$ cat config.mk
export PLATFORM = sky130hd
export DESIGN_NAME = ech_exec_hazard
export DESIGN_NICKNAME = d
export VERILOG_FILES = /design/src/ech_exec_hazard.v
export VERILOG_INCLUDE_DIRS = /design/src /design/src/src
export SDC_FILE = /design/constraint.sdc
export NUM_CORES = 1
export LEC_CHECK = 0
export ABC_AREA = 1
export BUFFER_PORTS_ARGS = -buffer_cell sky130_fd_sc_hd__buf_2
export CAP_MARGIN = 20
export CELL_PAD_IN_SITES_DETAIL_PLACEMENT = 1
export CELL_PAD_IN_SITES_GLOBAL_PLACEMENT = 1
export CORE_MARGIN = 2
export CORE_UTILIZATION = 38
export DETAILED_ROUTE_END_ITERATION = 8
export MAX_ROUTING_LAYER = met4
export PLACE_DENSITY = 0.93
export RECOVER_POWER = 25
export SETUP_SLACK_MARGIN = 0.3
export SLEW_MARGIN = 5
export SYNTH_ARGS = -nofsm -noshare
export SYNTH_HDL_FRONTEND = slang
export SYNTH_SLANG_ARGS = --single-unit
$ cat constraint.sdc
create_clock -name clk_sys -period 5.2 [get_ports clk_sys]
set_input_delay 0 -clock clk_sys [delete_from_list [all_inputs] [get_ports clk_sys]]
set_output_delay 0 -clock clk_sys [all_outputs]
set_load 0.1 [all_outputs]
$ cat src/ech_timing_regs.vh
`ifndef ECH_TIMING_REGS_VH
`define ECH_TIMING_REGS_VH
// ****************************************
// Latency and encoding constants
// ****************************************
`define ECH_LAT_FADD      4'h3
`define ECH_LAT_PACKED_BITWISE_AND      4'h1
`define ECH_LAT_LOAD      4'h1
`define ECH_LAT_FPLOAD_X  4'h1
`define ECH_LAT_XDOM      4'h1
`define ECH_LAT_HB_MID    4'h1
`define ECH_LAT_HB_NEW    4'h3
`define ECH_LAT_HB_DEP    4'h1
`define ECH_LAT_MOV       4'h1
`define ECH_LAT_ZERO      4'h0
`define ECH_PORT_HB_A     3'h1
`define ECH_PORT_HB_B     3'h5
`define ECH_OP_ALU        3'h0
`define ECH_OP_FADD       3'h1
`define ECH_OP_PACKED_BITWISE_AND       3'h2
`define ECH_OP_LOAD       3'h3
`define ECH_OP_MOV        3'h4
`define ECH_OP_HBYTE      3'h5
`define ECH_DOM_INT       2'h0
`define ECH_DOM_FP        2'h1
`define ECH_DOM_SIMD      2'h2
`define ECH_MV_R32        3'h0
`define ECH_MV_R64        3'h1
`define ECH_MV_VEC        3'h2
`define ECH_MV_ZXLO       3'h3
`define ECH_MV_BYTE       3'h4
`define ECH_MV_W16        3'h5
`define ECH_MV_ZXHI       3'h6
`define ECH_MV_SX         3'h7
`define ECH_ELIM_SLOTS    3'h4
`endif
$ cat src/ech_exec_hazard.v
`timescale 1ns/1ps
// Notes on behaviour
// RL1 - Two same-stack micro-ops wanting writeback together: older wins, younger stalls.
// RL2 - Single-cycle move waits when a completing add holds the writeback bus.
// RL3 - Floating-point loads take one cycle more than ordinary loads.
// RL4 - Result crossing floating-point and SIMD stacks costs one extra cycle.
// RL5 - Packed single add delivers result with three cycles latency.
// RL6 - Packed bitwise and in integer SIMD delivers result in one cycle.
// RL7 - FP to integer SIMD bypass costs one cycle; back costs one more.
// RL8 - Partial register writes merge in hardware; no merge micro-op inserted.
// RL9 - Intermediate generation: high-byte operations steered only to ports 1 and 5.
// RL10 - Intermediate generation: high-byte operation itself has one cycle latency.
// RL11 - Dependents of high-byte operation wait one additional cycle.
// RL12 - Newest generation: high-byte operations port 1 only, three cycle latency.
// RL13 - Zero-latency move elimination needs free tracking slots, else runs normally.
// RL14 - Eligible moves finish in front end; byte, 16-bit, high-zx, sign-extend excluded.
// RL15 - Static generation parameter selects high-byte handling.
// RL16 - Each stack arbitrates writeback every cycle by age; losers retry next.
`include "ech_timing_regs.vh"
module ech_exec_hazard #(
   parameter NEW_GEN = 0
) (
   // Clock and reset
   input  wire       clk_sys,
   input  wire       rst_n,
   // Issue from dispatch, two candidates per cycle for one stack
   input  wire       issueAValid,
   input  wire [2:0] issueAOp,
   input  wire [1:0] issueASrcDom,
   input  wire [2:0] issueAMove,
   input  wire [2:0] issueAPort,
   input  wire [7:0] issueAAge,
   input  wire       issueAPartial,
   input  wire       issueBValid,
   input  wire [2:0] issueBOp,
   input  wire [1:0] issueBSrcDom,
   input  wire [2:0] issueBMove,
   input  wire [2:0] issueBPort,
   input  wire [7:0] issueBAge,
   input  wire       issueBPartial,
   // Move elimination slot release
   input  wire       elimRelease,
   // Results
   output reg        grantA,
   output reg        grantB,
   output reg        stallA,
   output reg        stallB,
   output reg  [3:0] latencyA,
   output reg  [3:0] latencyB,
   output reg  [2:0] portA,
   output reg  [2:0] portB,
   output reg        elimA,
   output reg        elimB,
   output reg        mergeUopA,
   output reg        mergeUopB,
   output reg  [2:0] elimFree
);

   // ****************************************
   // Helpers
   // ****************************************
   function [1:0] dom_of;
      input [2:0] op;
      begin
         case (op)
            `ECH_OP_FADD:  dom_of = `ECH_DOM_FP;
            `ECH_OP_PACKED_BITWISE_AND:  dom_of = `ECH_DOM_SIMD;
            default:       dom_of = `ECH_DOM_INT;
         endcase
      end
   endfunction

   function eligible;
      input [2:0] mv;
      begin
         eligible = (mv == `ECH_MV_R32) || (mv == `ECH_MV_R64) ||
                    (mv == `ECH_MV_VEC) || (mv == `ECH_MV_ZXLO); // [RL14]
      end
   endfunction

   // Full latency including domain crossing and load penalties
   function [3:0] lat_of;
      input [2:0] op;
      input [1:0] src;
      reg   [3:0] base;
      reg   [1:0] dst;
      begin
         dst = dom_of(op);
         case (op)
            `ECH_OP_FADD:  base = `ECH_LAT_FADD;                       // [RL5]
            `ECH_OP_PACKED_BITWISE_AND:  base = `ECH_LAT_PACKED_BITWISE_AND;                       // [RL6]
            `ECH_OP_LOAD:  base = (src == `ECH_DOM_FP) ?
                                  `ECH_LAT_LOAD + `ECH_LAT_FPLOAD_X :
                                  `ECH_LAT_LOAD;                       // [RL3]
            `ECH_OP_HBYTE: base = (NEW_GEN != 0) ? `ECH_LAT_HB_NEW :
                                  `ECH_LAT_HB_MID + `ECH_LAT_HB_DEP;   // [RL10] [RL11] [RL12]
            default:       base = `ECH_LAT_MOV;
         endcase
         // Each direction of FP/SIMD crossing pays its own cycle
         if ((src == `ECH_DOM_FP && dst == `ECH_DOM_SIMD) ||
             (src == `ECH_DOM_SIMD && dst == `ECH_DOM_FP))
            lat_of = base + `ECH_LAT_XDOM;                             // [RL4] [RL7]
         else
            lat_of = base;
      end
   endfunction

   // High-byte ops keep a port 5 request, else go to port 1, in the middle generation [RL15]
   function [2:0] port_of;
      input [2:0] op;
      input [2:0] req;
      begin
         if (op != `ECH_OP_HBYTE)
            port_of = req;
         else if (NEW_GEN != 0)
            port_of = `ECH_PORT_HB_A;                                  // [RL12]
         else if (req == `ECH_PORT_HB_B)
            port_of = `ECH_PORT_HB_B;                                  // [RL9]
         else
            port_of = `ECH_PORT_HB_A;                                  // [RL9]
      end
   endfunction

   // ****************************************
   // Slot helpers
   // ****************************************
   // Writeback slot that a result of this latency would land on
   function slot_free;
      input [7:0] busy;
      input [3:0] lat;
      begin
         slot_free = !busy[lat[2:0]];
      end
   endfunction

   // Claim mark for the next cycle, one lower because the vector ages by then
   function [7:0] slot_mark;
      input [3:0] lat;
      begin
         slot_mark = 8'h01 << (lat[2:0] - 3'h1);
      end
   endfunction

   // Move that may leave the scheduler while a tracking slot remains
   function elim_ok;
      input       valid;
      input [2:0] op;
      input [2:0] mv;
      input [2:0] slots;
      begin
         elim_ok = valid && (op == `ECH_OP_MOV) && eligible(mv) && (slots != 3'h0);
      end
   endfunction

   // ****************************************
   // Writeback bus reservation
   // ****************************************
   // Bit i set: bus is claimed i cycles from now by an earlier grant
   reg  [7:0] wbBusy;
   reg  [7:0] next_wbBusy;
   reg  [2:0] next_elimFree;
   reg        next_grantA;
   reg        next_grantB;
   reg        next_elimA;
   reg        next_elimB;
   reg  [3:0] latA;
   reg  [3:0] latB;
   reg        wantA;
   reg        wantB;
   reg        aOlder;
   reg        freeA;
   reg        freeB;

   always @* begin
      latA          = lat_of(issueAOp, issueASrcDom);
      latB          = lat_of(issueBOp, issueBSrcDom);
      next_elimFree = elimFree;
      next_elimA    = 1'b0;
      next_elimB    = 1'b0;
      // Moves only leave the scheduler while tracking slots remain
      if (elim_ok(issueAValid, issueAOp, issueAMove, next_elimFree)) begin
         next_elimA    = 1'b1;                                         // [RL13]
         next_elimFree = next_elimFree - 3'h1;
      end
      if (elim_ok(issueBValid, issueBOp, issueBMove, next_elimFree)) begin
         next_elimB    = 1'b1;                                         // [RL13]
         next_elimFree = next_elimFree - 3'h1;
      end
      if (elimRelease && next_elimFree != `ECH_ELIM_SLOTS)
         next_elimFree = next_elimFree + 3'h1;
      wantA  = issueAValid && !next_elimA;
      wantB  = issueBValid && !next_elimB;
      aOlder = (issueAAge <= issueBAge);
      // Slot already claimed by an add completing then stalls the move
      freeA  = slot_free(wbBusy, latA);                                // [RL2]
      freeB  = slot_free(wbBusy, latB);                                // [RL2]
      next_grantA = 1'b0;
      next_grantB = 1'b0;
      next_wbBusy = {1'b0, wbBusy[7:1]};
      if (wantA && wantB && latA == latB) begin
         if (aOlder)
            next_grantA = freeA;                                       // [RL1]
         else
            next_grantB = freeB;                                       // [RL1]
      end else begin
         next_grantA = wantA && freeA;                                 // [RL16]
         next_grantB = wantB && freeB;                                 // [RL16]
      end
      if (next_grantA)
         next_wbBusy = next_wbBusy | slot_mark(latA);
      if (next_grantB)
         next_wbBusy = next_wbBusy | slot_mark(latB);
   end

   // ****************************************
   // Result next values
   // ****************************************
   reg        next_stallA;
   reg        next_stallB;
   reg  [3:0] next_latencyA;
   reg  [3:0] next_latencyB;
   reg  [2:0] next_portA;
   reg  [2:0] next_portB;
   reg        next_mergeUopA;
   reg        next_mergeUopB;

   always @* begin
      // Stalled ops stay ready upstream and retry next cycle
      next_stallA    = wantA && !next_grantA;                          // [RL16]
      next_stallB    = wantB && !next_grantB;                          // [RL16]
      // Eliminated moves never reach a port, so they report no latency
      next_latencyA  = next_elimA ? `ECH_LAT_ZERO : latA;              // [RL13]
      next_latencyB  = next_elimB ? `ECH_LAT_ZERO : latB;              // [RL13]
      next_portA     = port_of(issueAOp, issueAPort);                  // [RL9] [RL12]
      next_portB     = port_of(issueBOp, issueBPort);                  // [RL9] [RL12]
      // Partial writes merge in the datapath; no extra op ever requested
      next_mergeUopA = 1'b0 & issueAPartial;                           // [RL8]
      next_mergeUopB = 1'b0 & issueBPartial;                           // [RL8]
   end

   // ****************************************
   // Output registers
   // ****************************************
   // Busy vector shifts every cycle, idle or not; slot count changes only on elimination or release
   always @(posedge clk_sys or negedge rst_n) begin
      if (!rst_n) begin
         wbBusy   <= 8'h00;
         elimFree <= `ECH_ELIM_SLOTS;
      end else begin
         wbBusy   <= next_wbBusy;
         elimFree <= next_elimFree;
      end
   end

   // A loser's stall stands one cycle; dispatch re-presents it
   always @(posedge clk_sys or negedge rst_n) begin
      if (!rst_n) begin
         grantA <= 1'b0;
         grantB <= 1'b0;
         stallA <= 1'b0;
         stallB <= 1'b0;
      end else begin
         grantA <= next_grantA;
         grantB <= next_grantB;
         stallA <= next_stallA;                                        // [RL16]
         stallB <= next_stallB;                                        // [RL16]
      end
   end

   // Port is reported even for a stalled op so dispatch can retry it there
   always @(posedge clk_sys or negedge rst_n) begin
      if (!rst_n) begin
         latencyA <= 4'h0;
         latencyB <= 4'h0;
         portA    <= 3'h0;
         portB    <= 3'h0;
      end else begin
         latencyA <= next_latencyA;
         latencyB <= next_latencyB;
         portA    <= next_portA;
         portB    <= next_portB;
      end
   end

   // Elimination and merge flags
   always @(posedge clk_sys or negedge rst_n) begin
      if (!rst_n) begin
         elimA     <= 1'b0;
         elimB     <= 1'b0;
         mergeUopA <= 1'b0;
         mergeUopB <= 1'b0;
      end else begin
         elimA     <= next_elimA;                                      // [RL14]
         elimB     <= next_elimB;                                      // [RL14]
         mergeUopA <= next_mergeUopA;                                  // [RL8]
         mergeUopB <= next_mergeUopB;                                  // [RL8]
      end
   end

endmodule // ech_exec_hazard

# Word level (Yosys, flattened, before mapping)
# Cells that the tools add are included.
# word_totals
register_bits	31
inputBits	45
out_inout_bits	25
# op_classes
add_sub_neg	7
order_cmp	3
eq_ne	30
shift	2
mux	29
bitwise	2
n_reduce_logical	37
# op_table
op	n
$eq 3x2->1 const B	8
$mux 3	7
$logic_and 1x1->1	19
$eq 3x3->1 const B	6
$mux 4	4
$mux 8	2
$shl 1x3->8 const A	2
$eq 3x1->1 const B	4
$pmux 2 s3	2
$sub 3x1->3 const B	4
$ne 3x3->1 const B	3
$add 4x1->4 const B	2
$eq 2x1->1 const B	4
$eq 2x2->1 const B	4
$le 8x8->1	1
$logic_or 1x1->1	8
$lt 3x4->1 const B	2
$mux 1	8
$or 7x8->8	1
$or 8x8->8	1
$pmux 2 s2	2
$bmux 1 s3	2
$logic_not 1->1	6
$logic_not 3->1	2
4 further kinds	6

# Depth between registers and ports, before layout
# depth
ltp_word	18
depth_mapped	17

# Worst setup path after synthesis
# Ideal clock, no wire load.
# synth_path
path_kind	reg2reg
start	register elimFree[0]
end	register elimFree[0]
t_arrival_ps	2914
required_time_ps	5072
slack_ps	2158
stages_incl_launch_ff	15
n_path_buf	0
period_less_slack_ps	3042
cell_sequence	dfrtp_1 -> inv_1 -> ha_1 -> nand2_1 -> nand2_2 -> nor2_8 -> o21ai_0 -> ha_1 -> nand3_2 -> nand2_4 -> xnor2_2 -> ha_1 -> nand3_2 -> nand2_1 -> xor2_1
# synth_between
elab_chain_cells	9
elab_cells_between_ends	12
cone_classes	add/sub: 3; eq/ne: 1; mux: 3; reduce/logical: 5
# synth_rtl
element	line	rtl
start, declared	ech_exec_hazard.v:56	output reg [2:0] elimFree
start signal, assigned	ech_exec_hazard.v:248	elimFree <= `ECH_ELIM_SLOTS;
start signal, assigned	ech_exec_hazard.v:251	elimFree <= next_elimFree;
branches (longest 2 deep; another with $sub 3x1->3)	n/a	
$mux 3 (*)	ech_exec_hazard.v:181	if (elim_ok(issueAValid, issueAOp, issueAMove, next_elimFree)) begin
branches (longest 2 deep; another with $sub 3x1->3)	n/a	
$mux 3 (*)	ech_exec_hazard.v:185	if (elim_ok(issueBValid, issueBOp, issueBMove, next_elimFree)) begin
branches (longest 2 deep; another with $add 3x1->3)	n/a	
$mux 3 (*)	ech_exec_hazard.v:189	if (elimRelease && next_elimFree != `ECH_ELIM_SLOTS)
named net next_elimFree[0]	ech_exec_hazard.v:161	reg [2:0] next_elimFree;
# Mark *: on every way through the listed nets, which the timed path passes.

# Worst setup path in the final report
# Ends and elaborated chain as after synthesis.

==> impl_metrics.toml <==
[run_status]
outcome = "finished with violations"
failed_checks = "capacitance limit, slew limit"

[die]
start_util = 0.3956
die_x_um = 76.92
core_area_sq_um = 5107
die_h_um = 76.92
placementRows = 26
die_area_sq_um = 5917
ios = 70

[yosys]
synth.ff_latch_count = 29
synth_cell_type_count = 36
async_flop_share = 1.000
synth_common_cells = "nand2_1 (55), inv_1 (49), dfrtp_1 (28)"
avgSynthCellArea_sq_um = 7.625
synth_ff_type = "dfrtp_1"
synth_seq_area_share = 0.3598
syn-instance-count = 265
synth_edf_count = 0
synth_area_leaders = "dfrtp_1 (35%), nand2_1 (10%), inv_1 (9.1%)"
synth_top_area_frac = 0.3467
netlist_area_sq_um = 2021
synth_most_common_cell = "nand2_1"
synth_top_area_cell = "dfrtp_1"
synth_warnings = 0

[worst_setup_path]
reg2reg_depth = 15
cp.arrival_ns = 2.71
r2r-start = "elimFree[0]"
cp_max_fo = 7
reg2reg_to = "elimFree[0]"
critPathCaptureType = "register"
path_class = "register to register"
start_kind = "register"
cp_data_required_time_ns = 5.41
rrSetupSlack_ns = 2.70
crit_start = "elimFree[0]"
cp-endpoint = "elimFree[0]"

[timing]
fin_tns_setup_ns = 0
fin_crit_ns = 2.500
fin_skew_ns = 0.002986
worst_pin_slew_ns = 1.543
fmax_mhz = 400.0
hold_viol = 0
setup_viol = 0
rsz0062_at_grt = "no"
timing.hold.ws_ns = 0.04280
slew_viol_final = 30
min_period_over_period = 0.4807
relSlewSlack = -0.02855

[layout]
postLayoutCellArea_sq_um = 2527
drive_above_1_share = 0.2819
antennaDiodeCount = 0
num-nets-final = 395
nFillCells = 671
syn2layout_area_growth_pct = 25.08
fin_util = 0.4949

[drt]
viasPerCell = 4.572
drt-initial-drc-count = 53
drc_errors = 0
drtAntennaViolNets = 0
dr.pass1.iters = 4
totalWireLength_mm = 4.884
vias = 1861
detail_route.wl_per_cell_um = 12.00

[power_and_ir_drop]
peakVddDrop_mv = 0.2008
total_leakage_power_nw = 1.476
power_density_nw_per_um2 = 356.9

[place]
numPortBuffers = 59
gp_congestion = 0.8055
dp_hpwl_mm = 4.031
placed_area_sq_um = 2377

[clock_network]
h-tree-depth = 2
cts_tree = "built"
cts.clk_slew.worst_paths_ns = 0.06
cts_buffers = 5
cts-root-buf = "clkbuf_8"
clockBufferDepth = 2
cts_num_sinks = 29
insertion_delay_ns = 0.28
cts_resized = 0

[job]
maxCapViolations = 1

[grt]
grt_overflow = 0
grt_pass1_wl_mm = 8.914
antenna_found_initial = 0
first_global_vias = 2040
grt_usage = 0.1935
grt_max_degree = 30

[hold_path]
hold_class = "primary input to register"
==> metrics by stage <==
step,instances,worst slack (ns),power [W]
floorplan,269,2.158,0.0006334
global placement,391,2.793,0.0007058
detailed placement,391,2.692,0.0007261
CTS,407,2.659,0.0009124
global route,407,2.488,0.0009661
finish,407,2.700,0.0009019
==> power breakdown <==
group | internal [W] | total (W) | switching, W
Combinational | 0.000113 | 0.000453 | 0.000340
Clock | 0.0000920 | 0.000179 | 0.0000872
Sequential | 0.000255 | 0.000270 | 0.0000145
==> cell families after synthesis <==
logic type,after synthesis,share of synthesized area
simple gates,132,0.3350
flops,29,0.3598
compound gates,21,0.06502
buf+inv,64,0.1269
other cells,1,0.001856
xor+xnor,4,0.02477
fa+ha+maj,14,0.08669
==> layer usage <==
layer,GRT usage,vias up,part of all wire
met1,0.2081,857,0.42
li1,-,953,-
met4,0.08182,0,0.020
met3,0.03294,9,0.040
met5,-,-,0
met2,0.3500,42,0.52
==> worst min path at each step <==
stage	start	to	slack, ns	depth (start not counted)
after floorplan	rst_n	elimA	-0.30	0
after global placement	rst_n	elimA	0.06	1
after global routing	issueBValid	stallB	0.05	3
final	issueAMove[2]	elimA	0.04	4
after CTS	issueAOp[2]	latencyA[2]	0.01	2
after detailed placement	rst_n	elimA	0.07	1
==> state kept, by name, summed over array words and instances, names as in the netlist <==
signal and cells:
elimFree 3, grantB 1, slot_free.busy 8, latencyA 3, elimB 1, grantA 1, portB 3, stallB 1
elimA 1, stallA 1, portA 3, latencyB 3
==> worst max-delay path: stages (launching register included) <==
cell     delay, ns
dfrtp_1       0.33
inv_1         0.09
ha_1          0.20
nand2_1       0.08
nand2_2       0.10
nor2_8        0.16
xor2_2        0.27
ha_1          0.21
nand3_2       0.10
nand2_4       0.11
nand2_1       0.06
o21ai_1       0.13
ha_1          0.23
nand3_2       0.11
nand2_1       0.11
xor2_1        0.14
==> what timing repair did <==
action,in CTS,in global routing
buffers inserted,0,0
endpoints found under the hold margin,35,0
setup endpoints to repair,0,0
hold buffers,8,0
==> cell usage in the layout (no fill, tap or decap), drive strengths merged, types with 2 or more instances in the layout <==
master       netlist  layout
buf                4      55
o21a               2       2
clkinv             1       3
nand3             25      25
dlygate4sd3        0       8
a21oi              8       8
conb               1       5
nor2              29      29
ha                14      14
clkbuf             3       9
dfrtp             28      28
inv               56      56
xor2               3       3
nor3               3       3
nand2             64      64
o21ai              9       9
nand4              9       9
==> cell type report <==
| type | instances | area [sq um] | area share |
|---|---|---|---|
| repair buffers | 67 | 370.4 | 0.1465 |
| well taps | 70 | 87.58 | 0.03465 |
| multi-input cells | 176 | 1041 | 0.4119 |
| clock inverters | 3 | 17.52 | 0.006931 |
| clock buffers | 5 | 68.82 | 0.02723 |
| flip-flops and latches | 29 | 726.9 | 0.2876 |
| inverters | 57 | 215.2 | 0.08515 |
(Power assumes the default switching activity.)
